`src/hw/tpic_map.svh`:
```
`ifndef TPIC_MAP_SVH
`define TPIC_MAP_SVH
// Register offsets
`define TPIC_OFS_CTRL 8'h00
`define TPIC_OFS_DIR 8'h04
`define TPIC_OFS_EDGE 8'h08
`define TPIC_OFS_DDR 8'h0C
`define TPIC_OFS_DATA 8'h10
`define TPIC_OFS_FLAG 8'h14
`define TPIC_OFS_IEN 8'h18
`define TPIC_OFS_COUNT 8'h1C
`define TPIC_OFS_CAP 8'h20
`define TPIC_OFS_CAPH 8'h40
`define TPIC_OFS_CAPL 8'h60
// Control fields
`define TPIC_CTRL_RUN 0
`define TPIC_CTRL_FFCA 1
`define TPIC_CTRL_PSEL_LSB 2
`define TPIC_CTRL_PSEL_MSB 4
`define TPIC_PSEL_MAX 3'h5
// Reset values
`define TPIC_RST_CTRL 5'h00
`define TPIC_RST_BYTE 8'h00
`define TPIC_RST_EDGE 16'h0000
// Bus answers
`define TPIC_RESP_OKAY 2'h0
`define TPIC_RESP_SLVERR 2'h2
`endif

```
`src/hw/tpic_pkg.sv`:
```
`default_nettype none
package tpic_pkg;
   typedef enum logic [1:0] {
      TPIC_EDGE_NONE = 2'h0,
      TPIC_EDGE_RISE = 2'h1,
      TPIC_EDGE_FALL = 2'h2,
      TPIC_EDGE_BOTH = 2'h3
   } tpic_edge_e;
   typedef struct packed {
      logic [2:0] psel;
      logic ffca;
      logic run;
   } tpic_ctrl_s;
   typedef struct packed {
      logic [31:0] data;
      logic [1:0] resp;
   } tpic_rd_s;
endpackage
`default_nettype wire

```
`src/hw/tpic_top.sv`:
```
// Contract
// [RULE1] Counter tick comes from module clock through divider of 1 to 32.
// [RULE2] Prescale code 000 divides by one, each next code doubles, up to 32.
// [RULE3] A channel whose direction select bit is zero works as input capture.
// [RULE4] Active pin edge copies the full 16-bit counter into the capture register.
// [RULE5] After a high-byte read the low byte stays held for the next bus read.
// [RULE6] External pulses must last longer than two module clocks to be caught.
// [RULE7] Capture mode never changes pin direction; only the port direction bits do.
// [RULE8] On an input pin, outside edges trigger captures.
// [RULE9] On an output pin, edges of the driven value still trigger captures.
// [RULE10] Each capture sets the channel event flag.
// [RULE11] Interrupt asks only while a flag and its enable are both set.
// [RULE12] Per channel edge select: none, rising, falling, both; none after reset.
// [RULE13] With fast clear set, reading a capture clears that channel's flag.
// [RULE14] With run enable clear, prescaler and counter stand still.
//
// Design decisions made here: the address map and the AXI4-Lite slave port.
`include "tpic_map.svh"
`timescale 1ns/1ns
`default_nettype none
module tpic_top #(
   parameter int NCH = 8,
   parameter int CW = 16
) (
   input wire logic clock,
   input wire logic arst_n,
   input wire logic [7:0] s_axi_awaddr,
   input wire logic s_axi_awvalid,
   output logic s_axi_awready,
   input wire logic [31:0] s_axi_wdata,
   input wire logic [3:0] s_axi_wstrb,
   input wire logic s_axi_wvalid,
   output logic s_axi_wready,
   output logic [1:0] s_axi_bresp,
   output logic s_axi_bvalid,
   input wire logic s_axi_bready,
   input wire logic [7:0] s_axi_araddr,
   input wire logic s_axi_arvalid,
   output logic s_axi_arready,
   output logic [31:0] s_axi_rdata,
   output logic [1:0] s_axi_rresp,
   output logic s_axi_rvalid,
   input wire logic s_axi_rready,
   input wire logic [NCH-1:0] cap_pin,
   output logic [NCH-1:0] pin_out,
   output logic [NCH-1:0] pin_oe,
   output logic irq
);

   function automatic logic [31:0] merge(input logic [31:0] old, input logic [31:0] nw,
                                         input logic [3:0] strb);
      logic [31:0] r;
      r = old;
      for (int b = 0; b < 4; b++) begin
         if (strb[b]) begin
            r[b*8 +: 8] = nw[b*8 +: 8];
         end
      end
      return r;
   endfunction

   // Register state
   tpic_pkg::tpic_ctrl_s ctrl_q;
   logic [NCH-1:0] dir_q;
   logic [2*NCH-1:0] edge_q;
   logic [NCH-1:0] ddr_q;
   logic [NCH-1:0] data_q;
   logic [NCH-1:0] flag_q;
   logic [NCH-1:0] ien_q;
   logic [4:0] div_q;
   logic [CW-1:0] count_q;
   logic [CW-1:0] cap_q [NCH];
   logic [7:0] low_view_q [NCH];
   logic [NCH-1:0] low_hold_q;

   // Write channel state
   logic aw_have_q;
   logic w_have_q;
   logic [7:0] waddr_q;
   logic [31:0] wdata_q;
   logic [3:0] wstrb_q;

   // Pin sync and edge state
   logic [NCH-1:0] sync1_q;
   logic [NCH-1:0] sync2_q;
   logic [NCH-1:0] sync3_q;
   logic [NCH-1:0] filt_q;
   logic [NCH-1:0] src_prev_q;
   logic [NCH-1:0] src;
   logic [NCH-1:0] cap_ev;

   logic aw_hs;
   logic w_hs;
   logic wr_go;
   logic ar_hs;
   logic tick;
   logic [4:0] div_last;
   logic [31:0] merged;
   logic [31:0] m_dir;
   logic [31:0] m_edge;
   logic [31:0] m_ddr;
   logic [31:0] m_data;
   logic [31:0] m_ien;
   tpic_pkg::tpic_rd_s rd;
   logic [NCH-1:0] rd_clr;
   logic [NCH-1:0] hi_rd;
   logic [2:0] rch;

   assign aw_hs = s_axi_awvalid && s_axi_awready;
   assign w_hs = s_axi_wvalid && s_axi_wready;
   assign wr_go = aw_have_q && w_have_q && !s_axi_bvalid;
   assign ar_hs = s_axi_arvalid && s_axi_arready;
   assign merged = merge(32'h00000000, wdata_q, wstrb_q);
   assign m_dir = merge(32'(dir_q), wdata_q, wstrb_q);
   assign m_edge = merge(32'(edge_q), wdata_q, wstrb_q);
   assign m_ddr = merge(32'(ddr_q), wdata_q, wstrb_q);
   assign m_data = merge(32'(data_q), wdata_q, wstrb_q);
   assign m_ien = merge(32'(ien_q), wdata_q, wstrb_q);
   assign rch = s_axi_araddr[4:2];

   // Prescaler
   always_comb begin
      case (ctrl_q.psel)
         3'h0: div_last = 5'h00;
         3'h1: div_last = 5'h01;
         3'h2: div_last = 5'h03;
         3'h3: div_last = 5'h07;
         3'h4: div_last = 5'h0F;
         default: div_last = 5'h1F;
      endcase
   end
   assign tick = ctrl_q.run && (div_q >= div_last); // [RULE1] [RULE2] [RULE14]

   always_ff @(posedge clock or negedge arst_n) begin
      if (!arst_n) begin
         div_q <= 5'h00;
      end else if (!ctrl_q.run) begin
         div_q <= div_q; // [RULE14]
      end else if (tick) begin
         div_q <= 5'h00;
      end else begin
         div_q <= div_q + 5'h01; // [RULE1]
      end
   end

   // Free-running counter
   always_ff @(posedge clock or negedge arst_n) begin
      if (!arst_n) begin
         count_q <= '0;
      end else if (tick) begin
         count_q <= count_q + CW'(1); // [RULE14]
      end
   end

   // Pin synchroniser and agreement filter
   always_ff @(posedge clock or negedge arst_n) begin
      if (!arst_n) begin
         sync1_q <= '0;
         sync2_q <= '0;
         sync3_q <= '0;
         filt_q <= '0;
      end else begin
         sync1_q <= cap_pin;
         sync2_q <= sync1_q;
         sync3_q <= sync2_q;
         filt_q <= (sync2_q & sync3_q) | (filt_q & (sync2_q | sync3_q)); // [RULE6]
      end
   end

   // Edge source follows pin direction
   assign src = (ddr_q & data_q) | (~ddr_q & filt_q); // [RULE8] [RULE9]

   always_ff @(posedge clock or negedge arst_n) begin
      if (!arst_n) begin
         src_prev_q <= '0;
      end else begin
         src_prev_q <= src;
      end
   end

   always_comb begin
      for (int i = 0; i < NCH; i++) begin
         logic rise;
         logic fall;
         rise = src[i] && !src_prev_q[i];
         fall = !src[i] && src_prev_q[i];
         case (tpic_pkg::tpic_edge_e'(edge_q[2*i +: 2]))
            tpic_pkg::TPIC_EDGE_RISE: cap_ev[i] = rise; // [RULE12]
            tpic_pkg::TPIC_EDGE_FALL: cap_ev[i] = fall;
            tpic_pkg::TPIC_EDGE_BOTH: cap_ev[i] = rise || fall;
            default: cap_ev[i] = 1'b0;
         endcase
         cap_ev[i] = cap_ev[i] && !dir_q[i]; // [RULE3]
      end
   end

   // Capture registers
   always_ff @(posedge clock or negedge arst_n) begin
      if (!arst_n) begin
         for (int i = 0; i < NCH; i++) begin
            cap_q[i] <= '0;
         end
      end else begin
         for (int i = 0; i < NCH; i++) begin
            if (cap_ev[i]) begin
               cap_q[i] <= count_q; // [RULE4]
            end
         end
      end
   end

   // Low byte view held after high read
   always_ff @(posedge clock or negedge arst_n) begin
      if (!arst_n) begin
         low_hold_q <= '0;
         for (int i = 0; i < NCH; i++) begin
            low_view_q[i] <= `TPIC_RST_BYTE;
         end
      end else begin
         for (int i = 0; i < NCH; i++) begin
            if (hi_rd[i]) begin
               low_hold_q[i] <= 1'b1; // [RULE5]
            end else if (ar_hs) begin
               low_hold_q[i] <= 1'b0;
            end
            if (!low_hold_q[i] && !hi_rd[i]) begin
               low_view_q[i] <= cap_ev[i] ? count_q[7:0] : cap_q[i][7:0]; // [RULE5]
            end
         end
      end
   end

   // Read decode
   always_comb begin
      rd.data = 32'h00000000;
      rd.resp = `TPIC_RESP_OKAY;
      rd_clr = '0;
      hi_rd = '0;
      case (s_axi_araddr[6:5])
         2'h0: begin
            case (s_axi_araddr)
               `TPIC_OFS_CTRL: rd.data[4:0] = ctrl_q;
               `TPIC_OFS_DIR: rd.data[NCH-1:0] = dir_q;
               `TPIC_OFS_EDGE: rd.data[2*NCH-1:0] = edge_q;
               `TPIC_OFS_DDR: rd.data[NCH-1:0] = ddr_q;
               `TPIC_OFS_DATA: rd.data[NCH-1:0] = src;
               `TPIC_OFS_FLAG: begin
                  rd.data[NCH-1:0] = flag_q;
                  rd_clr = flag_q;
               end
               `TPIC_OFS_IEN: rd.data[NCH-1:0] = ien_q;
               `TPIC_OFS_COUNT: rd.data[CW-1:0] = count_q;
               default: rd.resp = `TPIC_RESP_SLVERR;
            endcase
         end
         2'h1: begin
            rd.data[CW-1:0] = cap_q[rch];
            rd_clr[rch] = ctrl_q.ffca; // [RULE13]
         end
         2'h2: begin
            rd.data[7:0] = cap_q[rch][15:8];
            rd_clr[rch] = ctrl_q.ffca; // [RULE13]
            hi_rd[rch] = ar_hs;
         end
         default: begin
            rd.data[7:0] = low_view_q[rch]; // [RULE5]
            rd_clr[rch] = ctrl_q.ffca; // [RULE13]
         end
      endcase
      if (s_axi_araddr[7]) begin
         rd.data = 32'h00000000;
         rd.resp = `TPIC_RESP_SLVERR;
         rd_clr = '0;
         hi_rd = '0;
      end
   end

   // Event flags, set wins over clear
   always_ff @(posedge clock or negedge arst_n) begin
      if (!arst_n) begin
         flag_q <= '0;
      end else begin
         for (int i = 0; i < NCH; i++) begin
            if (cap_ev[i]) begin
               flag_q[i] <= 1'b1; // [RULE10]
            end else if (ar_hs && rd_clr[i]) begin
               flag_q[i] <= 1'b0; // [RULE13]
            end
         end
      end
   end

   // Interrupt
   always_ff @(posedge clock or negedge arst_n) begin
      if (!arst_n) begin
         irq <= 1'b0;
      end else begin
         irq <= |(flag_q & ien_q); // [RULE11]
      end
   end

   // Pin drive follows port direction and data registers only
   always_ff @(posedge clock or negedge arst_n) begin
      if (!arst_n) begin
         pin_out <= '0;
         pin_oe <= '0;
      end else begin
         pin_out <= data_q;
         pin_oe <= ddr_q; // [RULE7]
      end
   end

   // Write address and data capture
   always_ff @(posedge clock or negedge arst_n) begin
      if (!arst_n) begin
         aw_have_q <= 1'b0;
         w_have_q <= 1'b0;
         waddr_q <= 8'h00;
         wdata_q <= 32'h00000000;
         wstrb_q <= 4'h0;
         s_axi_awready <= 1'b0;
         s_axi_wready <= 1'b0;
      end else begin
         s_axi_awready <= !aw_have_q && !aw_hs && !wr_go;
         s_axi_wready <= !w_have_q && !w_hs && !wr_go;
         if (aw_hs) begin
            aw_have_q <= 1'b1;
            waddr_q <= s_axi_awaddr;
         end else if (wr_go) begin
            aw_have_q <= 1'b0;
         end
         if (w_hs) begin
            w_have_q <= 1'b1;
            wdata_q <= s_axi_wdata;
            wstrb_q <= s_axi_wstrb;
         end else if (wr_go) begin
            w_have_q <= 1'b0;
         end
      end
   end

   // Register writes
   always_ff @(posedge clock or negedge arst_n) begin
      if (!arst_n) begin
         ctrl_q <= `TPIC_RST_CTRL;
         dir_q <= `TPIC_RST_BYTE;
         edge_q <= `TPIC_RST_EDGE; // [RULE12]
         ddr_q <= `TPIC_RST_BYTE;
         data_q <= `TPIC_RST_BYTE;
         ien_q <= `TPIC_RST_BYTE;
      end else if (wr_go) begin
         case (waddr_q)
            `TPIC_OFS_CTRL: begin
               if (wstrb_q[0]) begin
                  ctrl_q <= merged[4:0];
               end
            end
            `TPIC_OFS_DIR: dir_q <= m_dir[NCH-1:0];
            `TPIC_OFS_EDGE: edge_q <= m_edge[2*NCH-1:0];
            `TPIC_OFS_DDR: ddr_q <= m_ddr[NCH-1:0]; // [RULE7]
            `TPIC_OFS_DATA: data_q <= m_data[NCH-1:0];
            `TPIC_OFS_IEN: ien_q <= m_ien[NCH-1:0];
            default: begin
            end
         endcase
      end
   end

   // Write response
   always_ff @(posedge clock or negedge arst_n) begin
      if (!arst_n) begin
         s_axi_bvalid <= 1'b0;
         s_axi_bresp <= `TPIC_RESP_OKAY;
      end else if (wr_go) begin
         s_axi_bvalid <= 1'b1;
         case (waddr_q)
            `TPIC_OFS_CTRL, `TPIC_OFS_DIR, `TPIC_OFS_EDGE, `TPIC_OFS_DDR,
            `TPIC_OFS_DATA, `TPIC_OFS_IEN, `TPIC_OFS_FLAG, `TPIC_OFS_COUNT:
               s_axi_bresp <= `TPIC_RESP_OKAY;
            default: s_axi_bresp <= `TPIC_RESP_SLVERR;
         endcase
      end else if (s_axi_bready) begin
         s_axi_bvalid <= 1'b0;
      end
   end

   // Read channel
   always_ff @(posedge clock or negedge arst_n) begin
      if (!arst_n) begin
         s_axi_arready <= 1'b0;
         s_axi_rvalid <= 1'b0;
         s_axi_rdata <= 32'h00000000;
         s_axi_rresp <= `TPIC_RESP_OKAY;
      end else begin
         s_axi_arready <= !s_axi_rvalid && !ar_hs;
         if (ar_hs) begin
            s_axi_rvalid <= 1'b1;
            s_axi_rdata <= rd.data;
            s_axi_rresp <= rd.resp;
         end else if (s_axi_rready) begin
            s_axi_rvalid <= 1'b0;
         end
      end
   end

endmodule
`default_nettype wire

```
`config.mk`:
```
export PLATFORM = sky130hd
export DESIGN_NAME = tpic_top
export DESIGN_NICKNAME = d
export VERILOG_FILES = /design/src/hw/tpic_pkg.sv /design/src/hw/tpic_top.sv
export VERILOG_INCLUDE_DIRS = /design/src /design/src/hw
export SDC_FILE = /design/constraint.sdc
export NUM_CORES = 1
export LEC_CHECK = 0
export ABC_AREA = 1
export BUFFER_PORTS_ARGS = -buffer_cell sky130_fd_sc_hd__buf_2
export CORE_ASPECT_RATIO = 0.5
export CORE_MARGIN = 5
export CORE_UTILIZATION = 44
export CTS_CLUSTER_DIAMETER = 120
export DETAILED_ROUTE_END_ITERATION = 10
export HOLD_SLACK_MARGIN = 0.15
export SLEW_MARGIN = 0
export SYNTH_ARGS = -nofsm -noshare
export SYNTH_HDL_FRONTEND = slang
export SYNTH_SLANG_ARGS = --single-unit
```
`constraint.sdc`:
```
create_clock -name clock -period 2 [get_ports clock]
set_clock_uncertainty 0.1 [all_clocks]
set_input_delay 0 -clock clock [delete_from_list [all_inputs] [get_ports clock]]
set_output_delay 0 -clock clock [all_outputs]
set_load 0.01 [all_outputs]
```
---- Word-level counts from Yosys, hierarchy flattened ----
Memories as Yosys holds them, arrays and structs flattened.
Cells that the tools add are included.
word-level totals
  output and inout bits ................... 58
  bits in read-only memories .............. 32
  flip-flop bits (word level) ............. 408
  memories kept ........................... 1
operators by class
  reduce and logical (&&, ||, !) cells .... 142
  eq/ne operators ......................... 42
  mux-type cells .......................... 72
  bitwise logic cells ..................... 12
  $add $sub $neg .......................... 2
  magnitude comparators ................... 4
memories
  memory            depth  width  read ports  clocked after memory_dff  wr ports  line             source
  (name not given)  32     1      1           0                         0         tpic_top.sv:376  case (waddr_q)
operator list
  operator                                             count
  two-way mux 8 bit                                    15
  AND 8 bit                                            7
  logical AND 1 bit                                    52
  binary-select mux 16 bit (select 3 bit)              1
  equality test 8 x 5 -> 1 bit, second input constant  6
  logical NOT 1 bit                                    48
  case mux 5 bit (8 select lines)                      1
  nonzero test 2 bit                                   20
  equality test 2 bit, second input constant           17
  two-way mux 1 bit                                    33
  equality test 8 x 4 -> 1 bit, second input constant  4
  two-way mux 16 bit                                   2
  case mux 8 bit (2 select lines)                      2
  case mux 5 bit (5 select lines)                      1
  binary-select mux 8 bit (select 3 bit)               1
  bitwise OR 8 bit                                     3
  case mux 1 bit (3 select lines)                      8
  case mux 8 bit (3 select lines)                      1
  case mux 3 bit (7 select lines)                      1
  AND reduction 3 bit                                  7
  equality test 2 x 1 -> 1 bit, second input constant  9
  two-way mux 18 bit                                   1
  adder 16 x 1 -> 16 bit, second input constant        1
  equality test 8 x 3 -> 1 bit, second input constant  2
  other kinds (18)                                     31

---- Depth between registers and ports, before layout ----
Gate-level depths: netlist of the first run.
  depth in word-level cells ............... 10
  mapped depth ............................ 13
  mapped depth without buffers ............ 12

---- Worst setup path after synthesis of the first run ----
OpenSTA, ideal clock, no wires.
  path kind ............................... register -> register
  start ................................... register ddr_q[2]
  end ..................................... register low_view_q[45] (netlist bit)
  data arrival time ....................... 1.745 ns
  data required time ...................... 1.769 ns
  path slack .............................. 0.024 ns
  clock period less this slack ............ 1.976 ns
  path buffers ............................ 1
  cell stages (with the launch flop) ...... 10
  cell sequence ........................... dfrtp_1 o21ai_0 inv_1 ha_1 nor2_1 o21ai_1 buf_2 o21ai_0 nand2_1 o21ai_0
between the ends
  cells in the longest elaborated chain, start to end .. 9
  elaborated cells between the ends (all ways) .. 11
  classes of those cells .................. mux (2); bitwise (4); reduce/logical (5)
ends and longest elaborated chain
  item                                 line             source
  start: declaration                   tpic_top.sv:66   logic [NCH-1:0] ddr_q;
  start signal: assignment             tpic_top.sv:348  ddr_q <= `TPIC_RST_BYTE;
  start signal: assignment             tpic_top.sv:360  `TPIC_OFS_DDR: ddr_q <= m_ddr[NCH-1:0];
  NOT 8 bit                            tpic_top.sv:171  assign src = (ddr_q & data_q) | (~ddr_q & filt_q);
  AND 8 bit                            tpic_top.sv:171
  bitwise OR 8 bit (*)                 tpic_top.sv:171
  net src[2]                           tpic_top.sv:89   logic [NCH-1:0] src;
  logical NOT 1 bit                    tpic_top.sv:186  fall = !src[i] && src_prev_q[i];
  logical AND 1 bit                    tpic_top.sv:186
  logical OR 1 bit                     tpic_top.sv:190  tpic_pkg::TPIC_EDGE_BOTH: cap_ev[i] = rise || fall;
  case mux 1 bit (3 select lines) (*)  tpic_top.sv:187  case (tpic_pkg::tpic_edge_e'(edge_q[2*i +: 2]))
  logical AND 1 bit (*)                tpic_top.sv:193  cap_ev[i] = cap_ev[i] && !dir_q[i];
  two-way mux 8 bit (*)                tpic_top.sv:227  low_view_q[i] <= cap_ev[i] ? count_q[7:0] : cap_q[i][7:0];
  end signal: indexed assignment       tpic_top.sv:217  low_view_q[i] <= `TPIC_RST_BYTE;
  end signal: indexed assignment       tpic_top.sv:227
  end: declaration                     tpic_top.sv:73   logic [7:0] low_view_q [NCH];
The timed path passes the listed nets; every way through them passes the cells marked *.
A chain may end at the register's enable or synchronous reset.

---- Worst setup path after layout of the first run ----
  start ................................... register filt_q[5]
  end ..................................... register low_view_q[21] (netlist bit)
between the ends
  cells in the longest elaborated chain, start to end .. 8
  elaborated cells between the ends (all ways) .. 9
  classes of those cells .................. mux (2); bitwise (2); reduce/logical (5)
ends and longest elaborated chain
  item                                 line             source
  start: declaration                   tpic_top.sv:87   logic [NCH-1:0] filt_q;
  start signal: assignment             tpic_top.sv:166  filt_q <= (sync2_q & sync3_q) | (filt_q & (sync2_q | sync3_q));
  AND 8 bit (*)                        tpic_top.sv:171
  bitwise OR 8 bit (*)                 tpic_top.sv:171
  net src[5]                           tpic_top.sv:89
  logical NOT 1 bit                    tpic_top.sv:186
  logical AND 1 bit                    tpic_top.sv:186
  logical OR 1 bit                     tpic_top.sv:190
  case mux 1 bit (3 select lines) (*)  tpic_top.sv:187
  logical AND 1 bit (*)                tpic_top.sv:193
  two-way mux 8 bit (*)                tpic_top.sv:227
Marked as above.

==> results.cfg, run 1 <==
[drt]
vias = 15400
routed_wl_microns = 55400
drc = 0
drt_iter0_markers = 1508
drt-wirelength-per-cell_microns = 18.9
dr.pass1.iters = 6
ant_nets = 0
viasPerCell = 5.24

[layout]
nNetsFinal = 2458
final_core_util_pct = 56.8
final-instance-count-excl-fill = 2937
antenna_cells = 0
syn2layout_area_growth_pct = 28.4
drive_gt1_share_pct = 21.0
filler_cell_count = 3546
fin_area_sq_um = 22900

[critical_path]
slowest_stage = dfrtp_1
cp_cell_sequence = o21a_1, inv_1, ha_4, o21ai_2, nand2_4, clkbuf_16, o21ai_4, nand2_1, o21ai_1
critical_path_buf_inv_count = 2
arrival_ps = 2390
crit_path_max_fanout = 7
cp_top_family = compound AO/OA/AOI/OAI gates
cp-end-kind = flop
startpoint_type = flop
max_stage_delay_ps = 400
worstPathRequired_ps = 2350
worst-setup-path-type = flop to flop

[yosys]
yosys_warnings = 0
post-synth-top-area-cell = dfrtp_1
synth_top_area_share_pct = 54.8
synth_cell_types = 42
synth-main-ff-cell = dfrtp_1
syn-cell-area_sq_um = 17800
yosysSeqAreaShare_pct = 54.8
synth_edf_count = 0
yosysMostFrequentCell = nand2_1
ys_seq_elements = 390
synth_area_per_cell_sq_um = 8.42
yosys-top-cells-area = dfrtp_1 55%, nand2_1 15%, o21ai_0 6.1%
synthArstFlopShare_pct = 100
ys_top_cells_by_count = 706 x nand2_1, 390 x dfrtp_1, 217 x o21ai_0
synth_cells = 2115

[run_status]
status = finished, violations left
failed_checks = setup timing

[placement]
routabilityCongestion = 0.895
hpwl_microns = 35400
io_buffers = 88
dpl_cell_area_sq_um = 19400
place_inst = 2746

[global_route]
grt_max_degree = 64
grt_pass1_wl_microns = 82100
grt_antenna_before_repair = 0
first_global_vias = 14300
grt_usage_pct = 23.0
grt_overflow = 0

[clocking]
htreeDepth = 2
cts-root-buf = clkbuf_16
cts_sinks = 390
clkTransAtPathRegs_ps = 60
cts_made_buffers = 38
clk_latency_ps = 550
cts_tree = built
clock_path_buffers = 3

[floorplan]
dieWidth_microns = 294
die_y_microns = 152
io-pin-count = 125
die_area_sq_um = 44800
initial_core_util_pct = 44.3
core_region_area_sq_um = 40200
fp-row-count = 52

[sta]
layout_setup_ws_ps = -39.3
finalSetupViolCount = 7
slew_headroom_pct = 40.4
maxSlewViolCount = 0
hold_viol_final = 0
min_period_over_period_pct = 102
period_minus_slack_ps = 2040
grt_setup_unrepaired = true
setup_tns_ps = -124
clock.fmax_mhz = 490
tightestPinTransition_ps = 894

[power_and_ir_drop]
power.density_nw_per_um2 = 932
vdd_ir_drop_max_mv = 0.963
p_leak_nw = 10.8
finalPower_w = 0.0213

[job]
maxCapViolCount = 0

[min_path]
min-delay-path-class = input port to flop
[placed cells by master (no fill, tap or decap), drive strengths merged]
cell,synthesis,routed
conb,1,18
bufinv,0,1
o2111ai,2,2
o21a,1,1
ha,23,23
nand3,114,114
xor2,11,11
inv,182,183
o21ai,288,288
a21oi,73,73
clkbuf,36,70
a31oi,1,1
nand4,24,24
buf,75,207
clkinv,4,11
nor2,113,113
a221oi,2,2
o21bai,1,1
a22oi,16,16
a22o,2,2
o22ai,8,8
nand2,716,716
dfrtp,390,390
nor4,3,3
dlygate4sd3,0,87
nor3,13,13
maj3,8,8
clkinvlp,0,3
mux2,8,8
[final cells by class]
cell class,count,area (sq um),area share (%)
clock inverter,12,113,0.493
clock buffer,57,1140,5.00
tap,540,676,2.96
timing repair buffer,307,2880,12.6
multi-input combinational,1445,7570,33.1
inverter,186,707,3.09
sequential,390,9760,42.7
[worst paths after layout]
| kind | from | slack, ps | end | cells after the start |
|---|---|---|---|---|
| min | s_axi_araddr[3] | 150 | s_axi_rdata[11]$_DFFE_PN0P_ | 7 |
| min reg2reg | sync1_q[0]$_DFF_PN0_ | 250 | sync2_q[0]$_DFF_PN0_ | 0 |
| min in group asynchronous | arst_n | 430 | pin_out[0]$_DFF_PN0_ | 3 |
| max reg2reg | filt_q[5]$_DFF_PN0_ | -40 | low_view_q[21]$_DFFE_PN0P_ | 9 |
| max | filt_q[5]$_DFF_PN0_ | -40 | low_view_q[21]$_DFFE_PN0P_ | 9 |
| max in group asynchronous | arst_n | 590 | low_view_q[23]$_DFFE_PN0P_ | 4 |
[worst register-to-register path, cell delays in order (launching register included)]
cell and delay [ps]:
dfrtp_1 400, o21a_1 240, inv_1 130, ha_4 220
o21ai_2 180, nand2_4 150, clkbuf_16 240, o21ai_4 140
nand2_1 60, o21ai_1 110
[timing repair]
item | CTS | global route
pin swaps | 0 | 29
endpoints found under the hold margin | 469 | 1
hold buffers | 88 | 1
endpoints found under the setup margin | 83 | 154
gates cloned | 0 | 14
resized for setup | 27 | 287
buffers inserted | 2 | 19
[metal layers]
| metal | GRT usage [%] | up-vias | routed length (microns) |
|---|---|---|---|
| met1 | 35.1 | 7465 | 25300 |
| met3 | 3.68 | 80 | 4420 |
| met5 | 0 | - | 0 |
| met2 | 35.0 | 523 | 24700 |
| li1 | - | 7317 | - |
| met4 | 4.37 | 0 | 963 |
[state kept, by name, indices dropped and copies added (netlist names), 16 cells and up]
signal and count:
low_view_q 64, wdata_q 16, cap_q 128, s_axi_rdata 16, edge_q 16, count_q 16
[cells by family after synthesis]
group / share of synthesized area, %
simple gates: 22.8
fa+ha+maj: 2.07
compound gates: 12.0
xor+xnor: 0.541
flops: 54.8
buf+inv: 7.27
other cells: 0.0211
mux: 0.506
[power by group]
part           switching (W)  total (W)  internal [W]
Clock                0.00321    0.00733       0.00411
Sequential          0.000558    0.00928       0.00872
Combinational        0.00286    0.00469       0.00183
Total                0.00663     0.0213        0.0147
[metrics by stage]
step                hold slack [ps]  worst slack [ps]
finish                          145             -39.3
global route                    198              -112
CTS                             150             0.858
detailed placement             -112             -62.7
global placement               -112             -40.7
floorplan                      -396              23.8
Power figures use the tool's default switching activity.
==> run 2: changes to the inputs <==
BUFFER_PORTS_ARGS = unset   (was -buffer_cell sky130_fd_sc_hd__buf_2)
DONT_BUFFER_PORTS = 1   (was unset)
==> results.cfg, run 2 (synthesis gave the netlist of run 1 again) <==
[critical_path]
cp_top_family = flip-flops
startpoint_type = flop
startpoint = ctrl_q[3]$_DFFE_PN0P_
critical_path_buf_inv_count = 4
max_stage_delay_ps = 470
cp_cell_sequence = a21oi_2, ha_1, nand2_1, inv_1, o21ai_1, nand4_1, nand2_2, inv_4, clkbuf_16, buf_6, o21ai_2
crit_path_max_fanout = 6
worst-setup-path-type = flop to flop
cp-end-kind = flop
arrival_ps = 2380
r2r_start = ctrl_q[3]$_DFFE_PN0P_
worstPathRequired_ps = 2360
slowest_stage = dfrtp_2

[clocking]
cts_hold_buf = 99
cts_sinks = 390
htreeDepth = 2
clock_path_buffers = 3
cts_tree = built
cts_made_buffers = 38
cts-root-buf = clkbuf_16
clkTransAtPathRegs_ps = 70
clk_latency_ps = 550

[sta]
min_period_over_period_pct = 101
tightestPinTransition_ps = 807
finalSetupViolCount = 6
period_minus_slack_ps = 2020
maxSlewViolCount = 0
grt_setup_unrepaired = true
layout_setup_ws_ps = -21.1
hold_viol_final = 390
slew_headroom_pct = 46.1
setup_tns_ps = -51.8
whs_ps = -913
clock.fmax_mhz = 495

[drt]
viasPerCell = 5.26
drt_iter0_markers = 1647
ant_nets = 0
drc = 0
dr.pass1.iters = 6
drt-wirelength-per-cell_microns = 19.5
routed_wl_microns = 56000
vias = 15100

[global_route]
first_global_vias = 13900
grt_overflow = 0
grt_usage_pct = 22.6
grt_pass1_wl_microns = 80600
grt_max_degree = 391
grt_antenna_before_repair = 0

[floorplan]
die_y_microns = 152
io-pin-count = 125
die_area_sq_um = 44800
core_region_area_sq_um = 40200
initial_core_util_pct = 44.3
dieWidth_microns = 294
fp-row-count = 52

[min_path]
min-delay-path-class = input port to async pin

[power_and_ir_drop]
p_leak_nw = 10.7
finalPower_w = 0.0216
vdd_ir_drop_max_mv = 0.834
power.density_nw_per_um2 = 938

[layout]
top_register = cap_q
syn2layout_area_growth_pct = 29.3
nNetsFinal = 2402
final_common_cell = nand2_1
reg_top3 = cap_q x128, low_view_q x64
largest_reg_flops = 128
final_cell_mix = 635 x nand2_1, 387 x dfrtp_1, 167 x inv_1, 111 x o21ai_1, 110 x nand3_1
drive_gt1_share_pct = 20.1

[placement]
routabilityCongestion = 0.902
io_buffers = 0
hpwl_microns = 33500

[job]
maxCapViolCount = 0

[run_status]
failed_checks = hold timing, setup timing
status = finished, violations left
[run 2: changes by cell type in the layout (fill, tap and decap cells not counted), moves of 5 or more]
cell           previous run  this run
nor2_1                  100        90
nand2_4                  22        28
o21ai_1                 103       111
clkbuf_16                50        60
o21ai_0                 109        88
buf_4                    83        95
nor2_2                    8        14
buf_2                    86         1
nand2_2                  45        53
clkinv_2                  5         0
nand2_1                 649       635
o21ai_2                  66        78
dlygate4sd3_1            87        95
[run 2: what timing repair did]
action,4_1_cts,5_1_grt
hold endpoints to repair,528,390
buffers inserted,1,36
endpoints found under the setup margin,67,172
resized for setup,20,375
cloned,0,23
pin swaps,1,40
[run 2: through the flow]
stage          cell area [sq um]  cells  hold WS [ps]  util (%)  setup slack (ps)
3_3_place_gp               18900   2655          -369      46.9             -19.7
3_5_place_dp               18900   2655          -371      46.9             -87.3
2_1_floorplan              17900   2132          -396         -              23.8
6_report                   23000   2879          -913      57.2             -21.1
4_1_cts                    21200   2821          -940      52.6              1.10
5_1_grt                    23000   2878          -943      57.2              -118
[run 2: layout make-up]
cell class | count | area, sq um
Inverter | 186 | 706
Fill cell | 3573 | 17200
Clock inverter | 7 | 76.3
Antenna cell | 1 | 2.50
Timing Repair Buffer | 251 | 2840
Tap cell | 540 | 676
Sequential cell | 390 | 9760
Clock buffer | 59 | 1180
Multi-Input combinational cell | 1445 | 7770
[run 2: report_power, final]
group	internal, W	switching (W)
Clock	0.00421	0.00314
Sequential	0.00872	0.000685
Combinational	0.00207	0.00275
Total	0.0150	0.00658
[run 2: final timing paths]
| path | depth (start not counted) | slack [ps] | to |
|---|---|---|---|
| setup reg to reg | 11 | -20 | count_q[11]$_DFFE_PN0P_ |
| hold reg to reg | 0 | 250 | sync2_q[6]$_DFF_PN0_ |
| min in group clock | 7 | 180 | s_axi_rdata[13]$_DFFE_PN0P_ |
| setup / recovery | 11 | -20 | count_q[11]$_DFFE_PN0P_ |
| max in group asynchronous | 0 | 2230 | low_view_q[50]$_DFFE_PN0P_ |
| hold / removal | 0 | -910 | sync2_q[1]$_DFF_PN0_ |
[run 2: metal layers]
metal  vias up  global-route usage (%)  share of wire (%)
met5         -                       0                  0
met4         0                    5.46                3.0
met3       119                    3.70                7.8
met2       516                    35.0                 45
met1      7311                    33.5                 44
li1       7188                       -                  -
